## src/include/rfp_pkg.sv

```systemverilog
package rfp_pkg;
   // clock and link bit rates
   localparam int unsigned CLK_HZ         = 200_000_000;
   localparam int unsigned RATE_LO_BPS    = 212_000;
   localparam int unsigned RATE_HI_BPS    = 424_000;
   localparam int unsigned MIN_HALF_CYC   = 4;
   localparam int unsigned MAX_HALF_CYC   = 1023;
   // frame layout
   localparam logic [7:0]  PREAMBLE_BYTES = 8'h06;
   localparam logic [15:0] SYNC_WORD      = 16'hb24d;
   localparam logic [7:0]  SIZE_EXTRA     = 8'h01;
   localparam logic [7:0]  CRC_BYTES      = 8'h02;
   localparam logic [15:0] CRC_POLY       = 16'h1021;
   localparam logic [15:0] CRC_INIT       = 16'h0000;
   localparam logic [7:0]  MAX_TX_COUNT   = 8'hfe;
   // memory organisation
   localparam int unsigned BLOCK_BYTES    = 16;
   localparam int unsigned MEM_BLOCKS     = 32;
   localparam logic [15:0] LAST_ADDR      = 16'h01ff;
   // register port map
   localparam int unsigned ADDR_W         = 7;
   localparam logic [6:0]  REG_CTRL       = 7'h00;
   localparam logic [6:0]  REG_STATUS     = 7'h01;
   localparam logic [6:0]  REG_CFG_FLAG   = 7'h02;
   localparam logic [6:0]  REG_CFG_CHECK  = 7'h03;
   localparam logic [6:0]  REG_RF_RO      = 7'h04;
   localparam logic [6:0]  REG_SER_RO     = 7'h05;
   localparam logic [6:0]  REG_PROT       = 7'h06;
   localparam logic [6:0]  REG_STORE_BASE = 7'h20;
   localparam logic [6:0]  REG_ACT_BASE   = 7'h40;
   localparam int unsigned CTRL_RATE_BIT  = 0;
   localparam int unsigned ST_POWER_BIT   = 0;
   localparam int unsigned ST_RX_BIT      = 1;
   localparam int unsigned ST_TX_BIT      = 2;
   localparam int unsigned ST_RESP_BIT    = 3;
   localparam int unsigned ST_CFG_BIT     = 4;
   // configuration validity codes
   localparam logic [7:0]  CFG_ON         = 8'h01;
   localparam logic [7:0]  CFG_CHECK_OK   = 8'hfe;
   // deferred parameter bytes, index 17 first
   localparam int unsigned PARAM_BYTES    = 18;
   localparam logic [6:0]  PARAM_BYTES_A  = 7'h12;
   typedef logic [PARAM_BYTES-1:0][7:0] rfp_params_t;
   localparam rfp_params_t DEF_DEFERRED = {
      8'he0, 8'h00, 8'hff, 8'hff,
      8'h00, 8'h00, 8'h00, 8'h00, 8'h00, 8'h00, 8'hfe, 8'h02,
      8'hff, 8'haa, 8'hc0, 8'h47, 8'h54, 8'h00};
   localparam logic [7:0]  DEF_RF_RO      = 8'h00;
   localparam logic [7:0]  DEF_SER_RO     = 8'h00;
   localparam logic [7:0]  DEF_PROT       = 8'h00;

   typedef enum logic [2:0] {
      RX_HUNT = 3'b000,
      RX_SIZE = 3'b001,
      RX_DATA = 3'b010,
      RX_CRC  = 3'b011
   } rfp_rx_e;

   typedef enum logic [2:0] {
      TX_IDLE = 3'b000,
      TX_PRE  = 3'b001,
      TX_SYNC = 3'b010,
      TX_SIZE = 3'b011,
      TX_DATA = 3'b100,
      TX_CRC  = 3'b101
   } rfp_tx_e;

   typedef struct packed {
      logic [ADDR_W-1:0] addr;
      logic [7:0]        wdata;
      logic              wr;
      logic              rd;
   } rfp_bus_s;

   function automatic logic [31:0] rfp_manch16(input logic [15:0] w);
      logic [31:0] m;
      m = '0;
      for (int i = 0; i < 16; i++) begin
         m[2*i +: 2] = w[i] ? 2'b10 : 2'b01;
      end
      return m;
   endfunction : rfp_manch16

   localparam logic [31:0] SYNC_MANCH = rfp_manch16(SYNC_WORD);

   function automatic logic [15:0] rfp_crc_byte(input logic [15:0] c, input logic [7:0] b);
      logic [15:0] x;
      x = c;
      for (int i = 7; i >= 0; i--) begin
         x = (x[15] ^ b[i]) ? ({x[14:0], 1'b0} ^ CRC_POLY) : {x[14:0], 1'b0};
      end
      return x;
   endfunction : rfp_crc_byte
endpackage : rfp_pkg

```

## src/design/rfp_frame_apply.sv

```systemverilog
`timescale 1ns/1ps
`default_nettype none
// Overview of operation
// - Without a valid enable flag and check code every parameter takes its default.
// - Read-only controls and protection setting follow a rewrite at once while enabled.
// - All other system parameters change only at the next power-up after a rewrite.
// - Loss of RF-derived supply is power-off and its return is the power-up that loads them.
// - Protocol addresses equal physical ones; block k spans bytes 16k to 16k+15.
// - A response is sent only after a received command has been fully handled.
// - Both directions use Manchester bit coding.
// - Characters are eight bits, MSB first, with no framing bits and no gaps.
// - A frame opens with six zero bytes and the two-byte sync pattern for alignment.
// - A size byte holding data count plus one precedes the data bytes.
// - The data field is a command from the reader and a response from the tag.
// - A frame ends with a CRC-16, polynomial 0x1021, initial value zero.
////////////////////////////////////////////////////////////////////////////////
module rfp_frame_apply #(
   parameter int unsigned CLK_HZ = rfp_pkg::CLK_HZ
) (
   input  wire logic                 clock_in,
   input  wire logic                 rst_n_in,
   input  wire logic                 ce_in,
   input  wire rfp_pkg::rfp_bus_s    bus_in,
   output logic [7:0]                rd_data_out,
   input  wire logic                 rf_power_ok_in,
   input  wire logic                 rf_rx_in,
   output logic                      tx_mod_out,
   input  wire logic                 tx_start_in,
   input  wire logic [7:0]           tx_count_in,
   input  wire logic [7:0]           tx_byte_in,
   output logic                      tx_next_out,
   output logic                      tx_busy_out,
   output logic [7:0]                rx_byte_out,
   output logic                      rx_byte_valid_out,
   output logic                      rx_frame_ok_out,
   output logic                      rx_frame_bad_out,
   output logic                      resp_pending_out,
   output logic [7:0]                rf_ro_out,
   output logic [7:0]                ser_ro_out,
   output logic [7:0]                prot_out,
   output rfp_pkg::rfp_params_t      active_params_out,
   input  wire logic [15:0]          map_addr_in,
   output logic [8:0]                map_phys_out,
   output logic [4:0]                map_block_out,
   output logic [3:0]                map_byte_out,
   output logic                      map_range_err_out
);
   import rfp_pkg::*;

   localparam int unsigned HALF_LO_CYC = CLK_HZ / (2 * RATE_LO_BPS);
   localparam int unsigned HALF_HI_CYC = CLK_HZ / (2 * RATE_HI_BPS);

   if (HALF_HI_CYC < MIN_HALF_CYC || HALF_LO_CYC > MAX_HALF_CYC) begin : g_bad_clock
      $error("clock rate cannot serve the bit timing");
   end

   typedef struct packed {
      logic [2:0]  sync_rx;
      logic [2:0]  sync_pw;
      logic        rx_lvl;
      logic        pw_lvl;
      logic        rate_hi;
      logic [7:0]  cfg_flag;
      logic [7:0]  cfg_check;
      logic [7:0]  st_rf_ro;
      logic [7:0]  st_ser_ro;
      logic [7:0]  st_prot;
      rfp_params_t store;
      rfp_params_t active;
      logic [7:0]  rf_ro;
      logic [7:0]  ser_ro;
      logic [7:0]  prot;
      logic [7:0]  rd_data;
      rfp_rx_e     rx_st;
      logic [9:0]  rx_h;
      logic [31:0] hs;
      logic        rx_phase;
      logic [7:0]  rx_sh;
      logic [2:0]  rx_bits;
      logic [7:0]  rx_rem;
      logic [15:0] rx_crc;
      logic [7:0]  rx_byte;
      logic        rx_valid;
      logic        rx_ok;
      logic        rx_bad;
      logic        resp_pending;
      rfp_tx_e     tx_st;
      logic [9:0]  tx_h;
      logic [3:0]  tx_half;
      logic [7:0]  tx_cur;
      logic [7:0]  tx_cnt;
      logic [7:0]  tx_count;
      logic [15:0] tx_crc;
      logic        tx_mod;
      logic        tx_next;
      logic        tx_busy;
      logic [8:0]  map_phys;
      logic [4:0]  map_block;
      logic [3:0]  map_byte;
      logic        map_err;
   } rfp_state_s;

   localparam rfp_state_s RST_STATE = '{
      store: DEF_DEFERRED, active: DEF_DEFERRED, rf_ro: DEF_RF_RO, ser_ro: DEF_SER_RO,
      prot: DEF_PROT, rx_st: RX_HUNT, tx_st: TX_IDLE, default: '0};

   rfp_state_s  r;
   rfp_state_s  n;
   logic [9:0]  half;
   logic        cfg_valid;
   logic        cfg_touch;
   logic        pw_rise;
   logic        rx_sample;
   logic        rx_byte_end;
   logic [7:0]  rx_byte;
   logic [15:0] rx_crc_new;
   logic [6:0]  sidx;
   logic [6:0]  aidx;

   assign half      = r.rate_hi ? 10'(HALF_HI_CYC) : 10'(HALF_LO_CYC);
   assign cfg_valid = (r.cfg_flag == CFG_ON) && (r.cfg_check == CFG_CHECK_OK);
   assign cfg_touch = bus_in.wr &&
                      (bus_in.addr == REG_CFG_FLAG || bus_in.addr == REG_CFG_CHECK);
   // only second and third stages are compared; first stage may be metastable
   assign pw_rise   = (r.sync_pw[1] == r.sync_pw[2]) && r.sync_pw[2] && !r.pw_lvl;
   assign sidx      = bus_in.addr - REG_STORE_BASE;
   assign aidx      = bus_in.addr - REG_ACT_BASE;

   always_comb begin : comb
      n             = r;
      n.rx_valid    = 1'b0;
      n.rx_ok       = 1'b0;
      n.rx_bad      = 1'b0;
      n.tx_next     = 1'b0;
      n.rd_data     = 8'h00;
      rx_sample     = 1'b0;
      rx_byte_end   = 1'b0;
      rx_byte       = {r.rx_sh[6:0], r.hs[0]};
      rx_crc_new    = rfp_crc_byte(r.rx_crc, rx_byte);
      n.sync_rx     = {r.sync_rx[1:0], rf_rx_in};
      n.sync_pw     = {r.sync_pw[1:0], rf_power_ok_in};
      if (r.sync_rx[1] == r.sync_rx[2]) begin
         n.rx_lvl = r.sync_rx[2];
      end
      if (r.sync_pw[1] == r.sync_pw[2]) begin
         n.pw_lvl = r.sync_pw[2];
      end
      ////////////////////////////////////////////////////////////////////////
      if (bus_in.wr) begin
         case (bus_in.addr)
            REG_CTRL:      n.rate_hi = bus_in.wdata[CTRL_RATE_BIT];
            REG_CFG_FLAG:  n.cfg_flag = bus_in.wdata;
            REG_CFG_CHECK: n.cfg_check = bus_in.wdata;
            REG_RF_RO:     n.st_rf_ro = bus_in.wdata;
            REG_SER_RO:    n.st_ser_ro = bus_in.wdata;
            REG_PROT:      n.st_prot = bus_in.wdata;
            default: begin
               if (sidx < PARAM_BYTES_A) begin
                  n.store[sidx[4:0]] = bus_in.wdata;
               end
            end
         endcase
      end
      if (bus_in.rd) begin
         case (bus_in.addr)
            REG_CTRL:      n.rd_data = {7'h00, r.rate_hi};
            REG_STATUS:    n.rd_data = {3'h0, cfg_valid, r.resp_pending,
                                        r.tx_st != TX_IDLE, r.rx_st != RX_HUNT, r.pw_lvl};
            REG_CFG_FLAG:  n.rd_data = r.cfg_flag;
            REG_CFG_CHECK: n.rd_data = r.cfg_check;
            REG_RF_RO:     n.rd_data = r.st_rf_ro;
            REG_SER_RO:    n.rd_data = r.st_ser_ro;
            REG_PROT:      n.rd_data = r.st_prot;
            default: begin
               if (sidx < PARAM_BYTES_A) begin
                  n.rd_data = r.store[sidx[4:0]];
               end else if (aidx < PARAM_BYTES_A) begin
                  n.rd_data = r.active[aidx[4:0]];
               end
            end
         endcase
      end
      ////////////////////////////////////////////////////////////////////////
      n.rf_ro  = cfg_valid ? r.st_rf_ro : DEF_RF_RO;
      n.ser_ro = cfg_valid ? r.st_ser_ro : DEF_SER_RO;
      n.prot   = cfg_valid ? r.st_prot : DEF_PROT;
      if (pw_rise) begin
         n.active = cfg_valid ? r.store : DEF_DEFERRED;
      end
      n.map_phys  = map_addr_in[8:0];
      n.map_block = map_addr_in[8:4];
      n.map_byte  = map_addr_in[3:0];
      n.map_err   = map_addr_in > LAST_ADDR;
      ////////////////////////////////////////////////////////////////////////
      // receive: half-bit sampler re-centred on every line edge
      if (n.rx_lvl != r.rx_lvl) begin
         n.rx_h = {1'b0, half[9:1]};
      end else if (r.rx_h == 10'h000) begin
         n.rx_h    = half - 10'd1;
         rx_sample = 1'b1;
      end else begin
         n.rx_h = r.rx_h - 10'd1;
      end
      // half duplex: own transmission is not received
      if (rx_sample && r.tx_st == TX_IDLE) begin
         n.hs       = {r.hs[30:0], r.rx_lvl};
         n.rx_phase = ~r.rx_phase;
         if (r.rx_st == RX_HUNT) begin
            if ({r.hs[30:0], r.rx_lvl} == SYNC_MANCH) begin
               n.rx_st    = RX_SIZE;
               n.rx_phase = 1'b0;
               n.rx_bits  = 3'h0;
               n.rx_crc   = CRC_INIT;
            end
         end else if (r.rx_phase) begin
            if (r.hs[0] == r.rx_lvl) begin
               n.rx_st = RX_HUNT;
            end else begin
               n.rx_sh   = rx_byte;
               n.rx_bits = r.rx_bits + 3'd1;
               if (r.rx_bits == 3'd7) begin
                  rx_byte_end = 1'b1;
                  n.rx_crc    = rx_crc_new;
                  case (r.rx_st)
                     RX_SIZE: begin
                        n.rx_rem = (rx_byte == SIZE_EXTRA) ? CRC_BYTES :
                                   rx_byte - SIZE_EXTRA;
                        n.rx_st  = (rx_byte == 8'h00) ? RX_HUNT :
                                   (rx_byte == SIZE_EXTRA) ? RX_CRC : RX_DATA;
                     end
                     RX_DATA: begin
                        n.rx_byte  = rx_byte;
                        n.rx_valid = 1'b1;
                        n.rx_rem   = (r.rx_rem == 8'h01) ? CRC_BYTES : r.rx_rem - 8'h01;
                        n.rx_st    = (r.rx_rem == 8'h01) ? RX_CRC : RX_DATA;
                     end
                     RX_CRC: begin
                        n.rx_rem = r.rx_rem - 8'h01;
                        if (r.rx_rem == 8'h01) begin
                           n.rx_st = RX_HUNT;
                           // residue over size, data and crc is zero for a good frame
                           n.rx_ok        = rx_crc_new == 16'h0000;
                           n.rx_bad       = rx_crc_new != 16'h0000;
                           n.resp_pending = r.resp_pending || rx_crc_new == 16'h0000;
                        end
                     end
                     default: n.rx_st = RX_HUNT;
                  endcase
               end
            end
         end
      end
      ////////////////////////////////////////////////////////////////////////
      // transmit: one byte is sixteen half-bits, next byte loaded without a gap
      case (r.tx_st)
         TX_IDLE: begin
            if (tx_start_in && r.resp_pending && tx_count_in <= MAX_TX_COUNT) begin
               // a command completing in this very cycle keeps its response armed
               n.resp_pending = n.rx_ok;
               n.tx_st        = TX_PRE;
               n.tx_cnt       = PREAMBLE_BYTES - 8'h01;
               n.tx_cur       = 8'h00;
               n.tx_half      = 4'h0;
               n.tx_h         = half - 10'd1;
               n.tx_count     = tx_count_in;
               n.tx_crc       = CRC_INIT;
            end
         end
         default: begin
            if (r.tx_h != 10'h000) begin
               n.tx_h = r.tx_h - 10'd1;
            end else begin
               n.tx_h    = half - 10'd1;
               n.tx_half = r.tx_half + 4'd1;
               if (r.tx_half == 4'hf) begin
                  case (r.tx_st)
                     TX_PRE: begin
                        n.tx_st  = (r.tx_cnt == 8'h00) ? TX_SYNC : TX_PRE;
                        n.tx_cur = (r.tx_cnt == 8'h00) ? SYNC_WORD[15:8] : 8'h00;
                        n.tx_cnt = (r.tx_cnt == 8'h00) ? 8'h01 : r.tx_cnt - 8'h01;
                     end
                     TX_SYNC: begin
                        if (r.tx_cnt == 8'h00) begin
                           n.tx_st  = TX_SIZE;
                           n.tx_cur = r.tx_count + SIZE_EXTRA;
                           n.tx_crc = rfp_crc_byte(r.tx_crc, r.tx_count + SIZE_EXTRA);
                        end else begin
                           n.tx_cur = SYNC_WORD[7:0];
                           n.tx_cnt = 8'h00;
                        end
                     end
                     TX_SIZE, TX_DATA: begin
                        if ((r.tx_st == TX_SIZE ? r.tx_count : r.tx_cnt) == 8'h00) begin
                           n.tx_st  = TX_CRC;
                           n.tx_cur = r.tx_crc[15:8];
                           n.tx_cnt = 8'h01;
                        end else begin
                           n.tx_st   = TX_DATA;
                           n.tx_cur  = tx_byte_in;
                           n.tx_next = 1'b1;
                           n.tx_crc  = rfp_crc_byte(r.tx_crc, tx_byte_in);
                           n.tx_cnt  = (r.tx_st == TX_SIZE ? r.tx_count : r.tx_cnt) - 8'h01;
                        end
                     end
                     default: begin
                        n.tx_st  = (r.tx_cnt == 8'h01) ? TX_CRC : TX_IDLE;
                        n.tx_cur = r.tx_crc[7:0];
                        n.tx_cnt = 8'h00;
                     end
                  endcase
               end
            end
         end
      endcase
      // first half carries the bit, second half its complement
      n.tx_mod = (n.tx_st == TX_IDLE) ? 1'b0 :
                 n.tx_cur[3'd7 - n.tx_half[3:1]] ^ n.tx_half[0];
      if (!r.pw_lvl) begin
         n.rx_st        = RX_HUNT;
         n.tx_st        = TX_IDLE;
         n.tx_mod       = 1'b0;
         n.resp_pending = 1'b0;
      end
      n.tx_busy = n.tx_st != TX_IDLE;
   end

   always_ff @(posedge clock_in or negedge rst_n_in) begin : regs
      if (!rst_n_in) begin
         r <= RST_STATE;
      end else if (ce_in) begin
         r <= n;
      end
   end

   assign rd_data_out       = r.rd_data;
   assign tx_mod_out        = r.tx_mod;
   assign tx_next_out       = r.tx_next;
   assign tx_busy_out       = r.tx_busy;
   assign rx_byte_out       = r.rx_byte;
   assign rx_byte_valid_out = r.rx_valid;
   assign rx_frame_ok_out   = r.rx_ok;
   assign rx_frame_bad_out  = r.rx_bad;
   assign resp_pending_out  = r.resp_pending;
   assign rf_ro_out         = r.rf_ro;
   assign ser_ro_out        = r.ser_ro;
   assign prot_out          = r.prot;
   assign active_params_out = r.active;
   assign map_phys_out      = r.map_phys;
   assign map_block_out     = r.map_block;
   assign map_byte_out      = r.map_byte;
   assign map_range_err_out = r.map_err;
endmodule : rfp_frame_apply
`default_nettype wire

```

## config.mk

```make
export PLATFORM = sky130hd
export DESIGN_NAME = rfp_frame_apply
export DESIGN_NICKNAME = d
export VERILOG_FILES = /design/src/include/rfp_pkg.sv /design/src/design/rfp_frame_apply.sv
export SDC_FILE = /design/constraint.sdc
export NUM_CORES = 1
export LEC_CHECK = 0
export BUFFER_PORTS_ARGS = -buffer_cell sky130_fd_sc_hd__buf_2
export CAP_MARGIN = 20
export CORE_MARGIN = 2
export CORE_UTILIZATION = 65
export CTS_CLUSTER_DIAMETER = 150
export DETAILED_ROUTE_END_ITERATION = 10
export PLACE_DENSITY = 0.84
export SLEW_MARGIN = 20
export SYNTH_ARGS = -nofsm -noshare
export SYNTH_HDL_FRONTEND = slang
export SYNTH_SLANG_ARGS = --single-unit
```

## constraint.sdc

```tcl
create_clock -name clock_in -period 6.8 [get_ports clock_in]
set_input_delay 1.36 -clock clock_in [delete_from_list [all_inputs] [get_ports clock_in]]
set_output_delay 1.36 -clock clock_in [all_outputs]
set_load 0.02 [all_outputs]
```

After elaboration in Yosys (flattened, before gate mapping)
Index checks and enable logic that the tools add are counted.
{ "word_totals": {"regBits": 539, "latch_bits": 0, "mem_bits_rw": 0, "romBits": 0, "input_bits": 55, "output_inout_bits": 210, "elab_cells": 347, "n_memories": 0} }
{ "op_classes": {"add_sub_neg": 13, "n_mul": 0, "div_mod_pow": 0, "n_lt_le_gt_ge": 8, "eq_ne": 37, "shifts": 0, "muxes": 110, "bitwise_logic": 52, "n_reduce_logical": 50} }
{ "op_table": {"columns": ["op", "n"], "rows": [
  ["$mux 13", 24],
  ["$bwmux 144", 1],
  ["$mux 144", 1],
  ["$mux 16", 9],
  ["$mux 8", 16],
  ["$bmux 8 s5", 2],
  ["$mux 39", 2],
  ["$not 3->3", 23],
  ["$mux 58", 1],
  ["$pmux 8 s7", 1],
  ["$mux 3", 16],
  ["$pmux 16 s3", 1],
  ["$demux 8 s5", 1],
  ["$mux 36", 1],
  ["$mux 33", 1],
  ["$eq 32x32->1 const B", 1],
  ["$eq 8x1->1 const B", 4],
  ["$pmux 16 s2", 1],
  ["$sub 8x1->8 const B", 4],
  ["$mux 10", 3],
  ["$xor 1x1->1", 25],
  ["$logic_not 8->1", 3],
  ["$pmux 8 s3", 1],
  ["$eq 7x3->1 const B", 3],
  ["56 further kinds", 125]
]} }

Depth between registers and ports, before layout
Gate-level depths: netlist (run 1).
{ "logic_depth": {"word_depth": 33, "mapped_depth": 15} }

Worst setup path before layout (run 1)
No wires, ideal clock.
{ "synth_timing": {"kind": "input to register", "from": "input bus_in[11] (netlist bit)", "to": "register r, in the netlist rd_data_out[1]", "setup_ps": 131, "arrival_time_ps": 3840, "setup_slack_ps": 2829, "path_stages": 9, "path_buffers": 3, "cell_sequence": "buf_2 > buf_1 > clkbuf_1 > mux4_2 > mux4_2 > a21oi_1 > o22ai_1 > a2111oi_0 > o2bb2ai_1"} }
{ "synth_between": {"elab_chain_len": 7, "elab_cells_between_ends": 19, "classes_between": "2 x add/sub; 2 x order compare; 6 x eq/ne; 8 x mux; 1 x reduce/logical"} }
{ "synth_lines": {"columns": ["item", "line", "rtl"], "rows": [
  ["start, declared", "rfp_frame_apply.sv:23", "input wire rfp_pkg::rfp_bus_s bus_in,"],
  ["$sub 7x7->7", "rfp_frame_apply.sv:127", "assign aidx = bus_in.addr - REG_ACT_BASE;"],
  ["$bmux 8 s5", "rfp_frame_apply.sv:178", "n.rd_data = r.active[aidx[4:0]];"],
  ["$mux 8 (not written as such)", "rfp_frame_apply.sv:178", null],
  ["$mux 8", "rfp_frame_apply.sv:177", "end else if (aidx < PARAM_BYTES_A) begin"],
  ["$mux 8", "rfp_frame_apply.sv:175", "if (sidx < PARAM_BYTES_A) begin"],
  ["$pmux 8 s7 (*)", "rfp_frame_apply.sv:165", "case (bus_in.addr)"],
  ["$mux 8 (*)", "rfp_frame_apply.sv:164", "if (bus_in.rd) begin"],
  ["end signal, assigned", "rfp_frame_apply.sv:331", "r <= n;"],
  ["end, declared", "rfp_frame_apply.sv:107", "rfp_state_s r;"]
]} }
Mark *: on every way between the ends. The rest lies on a longest branch, timed or not. The select of a mux whose other input is x is not followed.
A chain may end at the register's enable or synchronous reset.

Worst setup path in the final report (run 1)
{ "layout_timing": {"from": "register r[76] (netlist bit)", "to": "register r, in the netlist tx_mod_out"} }
{ "layout_between": {"elab_chain_len": 13, "elab_cells_between_ends": 26, "classes_between": "1 x add/sub; 4 x eq/ne; 16 x mux; 1 x bitwise; 4 x reduce/logical"} }
{ "layout_lines": {"columns": ["item", "line", "rtl"], "rows": [
  ["$eq 3x2->1", "rfp_frame_apply.sv:276, rfp_frame_apply.sv:293", null],
  ["$mux 8", "rfp_frame_apply.sv:293", "if ((r.tx_st == TX_SIZE ? r.tx_count : r.tx_cnt) == 8'h00) begin"],
  ["$logic_not 8->1", "rfp_frame_apply.sv:293", null],
  ["$mux 16", "rfp_frame_apply.sv:293", null],
  ["$pmux 16 s3", "rfp_frame_apply.sv:276", "case (r.tx_st)"],
  ["$mux 16", "rfp_frame_apply.sv:275", "if (r.tx_half == 4'hf) begin"],
  ["$mux 20", "rfp_frame_apply.sv:270", "if (r.tx_h != 10'h000) begin"],
  ["$mux 33 (*)", "rfp_frame_apply.sv:255", "case (r.tx_st)"],
  ["$bmux 1 s3", "rfp_frame_apply.sv:317", "n.tx_cur[3'd7 - n.tx_half[3:1]] ^ n.tx_half[0];"],
  ["$mux 1 (not written as such)", "rfp_frame_apply.sv:317", null],
  ["$xor 1x1->1", "rfp_frame_apply.sv:317", null],
  ["$mux 1 (*)", "rfp_frame_apply.sv:316", "n.tx_mod = (n.tx_st == TX_IDLE) ? 1'b0 :"],
  ["$mux 1 (*)", "rfp_frame_apply.sv:318", "if (!r.pw_lvl) begin"]
]} }
Marked as above.

==> results.sh, run 1 <==
export IMPL_outcome="finished, final reports clean"
export IMPL_r2r_start="r[76]$_DFFE_PN0P_"
export IMPL_multi_input_area_sq_um=12190
export IMPL_yosysSeqAreaShare_pct=47.93
export IMPL_first_pass_iters=8
export IMPL_finClkSkew_ns=0.01949
export IMPL_syn_num_nets=2785
export IMPL_min_to="r[157]$_DFFE_PN0P_"
export IMPL_fin_crit_ns=4.323
export IMPL_setup_viol=0
export IMPL_yosys_area_share_simple_pct=15.21
export IMPL_synth_edf_count=0
export IMPL_instances_no_fill=3269
export IMPL_clkLatencyLatePin_ns=0.62
export IMPL_yosys_cell_types_count=77
export IMPL_synth_top_family_by_area="multiplexers"
export IMPL_gp_congestion=0.9366
export IMPL_min_path_cells=2
export IMPL_timing_fmax_mhz=231.3
export IMPL_required_ns=7.30
export IMPL_yosys_area_share_adder_pct=0.8979
export IMPL_drc=0
export IMPL_clkTransAtPathRegs_ns=0.06
export IMPL_cts_tree="built"
export IMPL_synth_top_cells_by_area="dfrtp_1, mux2_2, dfstp_2"
export IMPL_overflow=0
export IMPL_regArea_sq_um=13360
export IMPL_wl_um=75150
export IMPL_postPlaceCellArea_sq_um=27930
export IMPL_syn_area_sq_um=27870
export IMPL_area_growth_pct=6.806
export IMPL_avgSynthCellArea_sq_um=10.28
export IMPL_ant_nets=0
export IMPL_cts_root_buf="clkbuf_16"
export IMPL_period_share_pct=63.58
export IMPL_synth_cells=2710
export IMPL_grt_pass1_wl_um=118500
export IMPL_drive_gt1_share_pct=29.46
export IMPL_synth_top_area_share_pct=38.88
export IMPL_die_h_um=211.1
export IMPL_ff2ff_path_depth=11
export IMPL_r2r_end="tx_mod_out$_DFFE_PN0P_"
export IMPL_synth_compound_area_share_pct=8.126
export IMPL_maxSlewViolCount=0
export IMPL_rows=75
export IMPL_hp_start="r[157]$_DFFE_PN0P_"
export IMPL_critPathCaptureType="flip-flop"
export IMPL_relSlewSlack_pct=24.57
export IMPL_synthFlopType="dfrtp_1"
export IMPL_synth_top_area_cell="dfrtp_1"
export IMPL_synth_xor_area_share_pct=2.703
export IMPL_holdCritPathClass="reg -> reg"
export IMPL_finalPower_mw=7.372
export IMPL_setup_tns_ns=0
export IMPL_die_area_sq_um=44550
export IMPL_rsz0062_at_grt="no"
export IMPL_post_cts_buffers=0
export IMPL_worstPathArrival_ns=4.82
export IMPL_ir_drop_mv=0.2829
export IMPL_clock_path_buffers=3
export IMPL_antenna_found_initial=4
export IMPL_ctsHtreeMaxLevel=2
export IMPL_ys_seq_elements=529
export IMPL_muxShareOfSynthArea_pct=16.70
export IMPL_stdcell_area_sq_um=29770
export IMPL_ys_top_cells_by_count="dfrtp_1, nand2_1, mux2_2, buf_4, nor2_1"
export IMPL_cp_max_fo=23
export IMPL_synthArstFlopShare_pct=100.0
export IMPL_postCtsHoldBufs=0
export IMPL_cts_resized_gates=0
export IMPL_hold_viol_final=0
export IMPL_final_util_pct=70.65
export IMPL_cts_buffers=54
export IMPL_cts_sinks=529
export IMPL_drtIter0Drc=2444
export IMPL_initial_core_util_pct=66.15
export IMPL_die_x_um=211.1
export IMPL_coreArea_sq_um=42130
export IMPL_num_vias=20990
export IMPL_start_kind="flip-flop"
export IMPL_fin_nets=2760
export IMPL_nFillCells=2978
export IMPL_avgRoutedWirePerCell_um=22.99
export IMPL_ys_warn_count=0
export IMPL_r2r_setup_slack_ns=2.48
export IMPL_place_hpwl_um=51220
export IMPL_gr_usage_all_layers_pct=34.13
export IMPL_tightestPinTransition_ns=1.131
export IMPL_max_cap_violations=0
export IMPL_power_density_nw_per_um2=247.7
export IMPL_io_buffers=264
export IMPL_crit_type="reg -> reg"
export IMPL_grt_max_degree=157
export IMPL_grt_pass1_vias=20820
export IMPL_dp_cells=3168
export IMPL_yosysMostFrequentCell="dfrtp_1"
export IMPL_leakage_nw=14.15
export IMPL_num_io_pins=265
export IMPL_via_per_inst=6.421
-- kinds of logic (layout without fill, tap and decap cells) --
kind of cell,Yosys count,after routing
compound gates,382,382
xor+xnor,86,86
fa+ha+maj,20,20
buf+inv,418,437
flops,529,529
mux,338,338
other cells,0,1
simple gates,937,937
-- flip-flops by register name, indices dropped and copies added (netlist names) --
signal and flops:
r 324, tx_busy_out 1, map_range_err_out 1, rd_data_out 8, active_params_out 144, rf_ro_out 8, prot_out 8, rx_byte_valid_out 1
map_phys_out 9, rx_frame_ok_out 1, ser_ro_out 8, n 4, rx_byte_out 8, rx_frame_bad_out 1, tx_mod_out 1, tx_next_out 1
resp_pending_out 1
-- per-layer routing --
metal | share of wire [%] | GRT usage (%)
met1 | 39 | 46.28
met2 | 48 | 54.37
met3 | 8.0 | 5.798
met4 | 4.6 | 15.78
met5 | 0.015 | 0
-- stage by stage --
step                      hold slack (ns)  worst slack (ns)
after CTS                          0.4669             2.560
final                              0.4742             2.477
after detailed placement           0.4539             2.030
after global routing               0.5110             2.287
after global placement             0.4430             2.104
after floorplan                    0.4310             2.829
-- area by class of cell --
| class | count | share of cell area, % |
|---|---|---|
| Clock inverter | 27 | 0.9121 |
| Timing Repair Buffer | 283 | 5.061 |
| Clock buffer | 73 | 5.250 |
| Tap cell | 539 | 2.266 |
| Antenna cell | 1 | 0.008407 |
| Sequential cell | 529 | 44.87 |
| Inverter | 54 | 0.6809 |
| Multi-Input combinational cell | 1763 | 40.95 |
-- cell usage in the layout (no fill, tap or decap), types with 20 or more instances in the layout --
cell type	instances
nand3_1	166
xnor2_1	47
mux2i_1	34
nor2_1	179
mux4_2	79
o21ai_0	128
dfrtp_1	433
xor2_1	39
a21oi_1	123
buf_4	20
nand2_1	428
ha_1	20
mux2_2	225
nor3_1	43
buf_2	260
dfstp_2	96
clkbuf_16	54
inv_1	53
-- how the worst max path moves through the flow --
| stage | start | to | slack [ns] | depth (start not counted) |
|---|---|---|---|---|
| 3_5_place_dp | bus_in[12] | r[479]$_DFFE_PN0P_ | 2.03 | 8 |
| 4_1_cts | r[76]$_DFFE_PN0P_ | tx_mod_out$_DFFE_PN0P_ | 2.56 | 11 |
| 5_1_grt | r[76]$_DFFE_PN0P_ | tx_mod_out$_DFFE_PN0P_ | 2.29 | 11 |
| 6_report | r[76]$_DFFE_PN0P_ | tx_mod_out$_DFFE_PN0P_ | 2.48 | 11 |
| 3_3_place_gp | bus_in[12] | r[482]$_DFFE_PN0P_ | 2.10 | 8 |
| 2_1_floorplan | bus_in[11] | rd_data_out[1]$_DFFE_PN0P_ | 2.83 | 9 |
-- report_power, final --
group	internal, mW	switching, mW
combinational	0.288	0.542
sequential	3.32	0.154
clock	1.77	1.30
total	5.38	1.99
-- critical path, stage by stage (launching register included) --
cell and delay (ns):
dfrtp_1 0.78, and3b_1 0.67, nor2_1 0.08, a21oi_1 0.15, ha_1 0.37, o21a_1 0.54
mux2_2 0.40, a222oi_1 0.44, mux2i_1 0.15, a31oi_1 0.24, mux2i_1 0.10, a311o_1 0.28
(Power assumes the default switching activity.)
==> run 2, diff against run 1 <==
Settings changed: CORE_UTILIZATION 65 to 60, PLACE_DENSITY 0.84 to 0.79.
Clock period 6.8 ns to 4.2 ns, I/O delays scaled along.
==> results.sh, run 2 (synthesis gave the netlist of run 1 again) <==
export IMPL_outcome="finished, final reports clean"
export IMPL_timing_fmax_mhz=263.2
export IMPL_critPathCaptureType="flip-flop"
export IMPL_multi_input_area_sq_um=12190
export IMPL_grt_max_degree=153
export IMPL_gr_usage_all_layers_pct=32.42
export IMPL_place_hpwl_um=53660
export IMPL_setup_tns_ns=0
export IMPL_cts_root_buf="clkbuf_16"
export IMPL_relSlewSlack_pct=35.00
export IMPL_r2r_setup_slack_ns=0.40
export IMPL_die_h_um=219.5
export IMPL_leakage_nw=14.33
export IMPL_final_cell_mix="dfrtp_1, nand2_1, buf_2"
export IMPL_clkTransAtPathRegs_ns=0.06
export IMPL_rsz0062_at_grt="no"
export IMPL_tightestPinTransition_ns=0.9684
export IMPL_stdcell_area_sq_um=30200
export IMPL_first_pass_iters=6
export IMPL_area_growth_pct=8.373
export IMPL_largest_register="r"
export IMPL_coreArea_sq_um=45580
export IMPL_max_stage_delay_ns=0.58
export IMPL_setup_viol=0
export IMPL_start_kind="flip-flop"
export IMPL_antenna_found_initial=1
export IMPL_cts_buffers=53
export IMPL_wl_um=76990
export IMPL_post_cts_buffers=0
export IMPL_r2r_start="r[159]$_DFFE_PN0P_"
export IMPL_power_density_nw_per_um2=400.4
export IMPL_cts_sinks=529
export IMPL_antenna_cells=0
export IMPL_num_io_pins=265
export IMPL_drc=0
export IMPL_ff2ff_path_depth=10
export IMPL_drtIter0Drc=2527
export IMPL_grt_use_met3_pct=6.625
export IMPL_largest_reg_flops=324
export IMPL_drive_gt1_share_pct=29.95
export IMPL_dp_slack_ns=0.2795
export IMPL_clkLatencyLatePin_ns=0.61
export IMPL_postPlaceCellArea_sq_um=28330
export IMPL_rows=78
export IMPL_ant_nets=0
export IMPL_finClkSkew_ns=0.02363
export IMPL_regArea_sq_um=13360
export IMPL_die_area_sq_um=48190
export IMPL_grt_busiest_layer="met2"
export IMPL_fin_crit_ns=3.800
export IMPL_initial_core_util_pct=61.15
export IMPL_ir_drop_mv=0.4476
export IMPL_crit_slowest_cell="nand2_1"
export IMPL_path_cells="inv_1 > ha_1 > nand2_1 > or4_4 > or4_4 > or3_1 > nor2_2 > nand2_1 > nand3_1 > o21ai_0"
export IMPL_hold_viol_final=0
export IMPL_required_ns=4.64
export IMPL_worstPathArrival_ns=4.24
export IMPL_fin_nets=2789
export IMPL_period_share_pct=90.47
export IMPL_io_buffers=264
export IMPL_cp_max_fo=27
export IMPL_met2_usage_pct=52.11
export IMPL_max_cap_violations=0
export IMPL_clock_path_buffers=3
export IMPL_postCtsHoldBufs=0
export IMPL_final_common_cell="dfrtp_1"
export IMPL_avgRoutedWirePerCell_um=22.93
export IMPL_ctsHtreeMaxLevel=2
export IMPL_num_vias=21110
export IMPL_overflow=0
export IMPL_nFillCells=3406
export IMPL_grt_pass1_wl_um=120700
export IMPL_grt_pass1_vias=20770
export IMPL_holdCritPathClass="in -> async"
export IMPL_crit_type="reg -> reg"
export IMPL_use_met1_pct=42.25
export IMPL_cts_tree="built"
export IMPL_gp_congestion=0.9627
export IMPL_die_x_um=219.5
export IMPL_via_per_inst=6.287
export IMPL_maxSlewViolCount=0
export IMPL_cts_resized_gates=0
export IMPL_layout_setup_ws_ns=0.4004
export IMPL_r2r_end="r[102]$_DFFE_PN0P_"
## run 2: changes by cell type in the layout (fill, tap and decap cells not counted)
cell / previous run / this run
buf_12: 2 / 10
buf_4: 20 / 42
bufinv_16: 4 / 7
clkbuf_1: 5 / 12
clkbuf_8: 14 / 13
clkinv_2: 14 / 8
clkinv_4: 2 / 0
diode_2: 1 / 0
inv_6: 2 / 0
## run 2: area by class of cell
| type | count | area share [%] |
|---|---|---|
| flip-flops and latches | 529 | 44.23 |
| multi-input cells | 1763 | 40.36 |
| repair buffers | 313 | 6.065 |
| clock buffers | 79 | 5.215 |
| well taps | 600 | 2.485 |
| clock inverters | 20 | 0.9818 |
| inverters | 54 | 0.6711 |
## run 2: critical path: cells and delay by family, from the launching register on
| family | cells | cell delay [ns] |
|---|---|---|
| flops | 1 | 0.39 |
| simple gates | 7 | 2.80 |
| buf+inv | 1 | 0.10 |
| compound gates | 1 | 0.11 |
| fa+ha+maj | 1 | 0.22 |
## run 2: per-stage QoR
stage               utilization [%]  total power [mW]  hold slack, ns  cells
floorplan                         -             6.617          0.4310   2710
global placement              62.16             7.027          0.4439   3259
detailed placement            62.16             7.085          0.4632   3259
CTS                           66.27             12.12          0.3122   3358
global route                  66.27             12.52          0.3127   3358
finish                        66.27             12.09          0.2710   3358
## run 2: layer usage
metal	up-vias	part of all wire, %
met5	-	0
met4	0	5.4
met3	240	8.7
met2	1092	48
met1	10500	38
li1	9283	-
## run 2: how the worst max path moves through the flow
stage                                   from                     end  slack, ns  cells past startpoint
after floorplan            r[78]$_DFFE_PN0P_  tx_mod_out$_DFFE_PN0P_       0.74                     15
after detailed placement          bus_in[11]      r[479]$_DFFE_PN0P_       0.28                      8
after CTS                 r[159]$_DFFE_PN0P_      r[102]$_DFFE_PN0P_       0.42                     10
final                     r[159]$_DFFE_PN0P_      r[102]$_DFFE_PN0P_       0.40                     10
after global routing      r[159]$_DFFE_PN0P_      r[102]$_DFFE_PN0P_       0.15                     10
after global placement            bus_in[11]      r[478]$_DFFE_PN0P_       0.36                      8
## run 2: power by group
part,internal [mW],switching (mW)
registers,5.38,0.256
clock network,3.02,2.04
logic,0.492,0.898
total,8.90,3.19
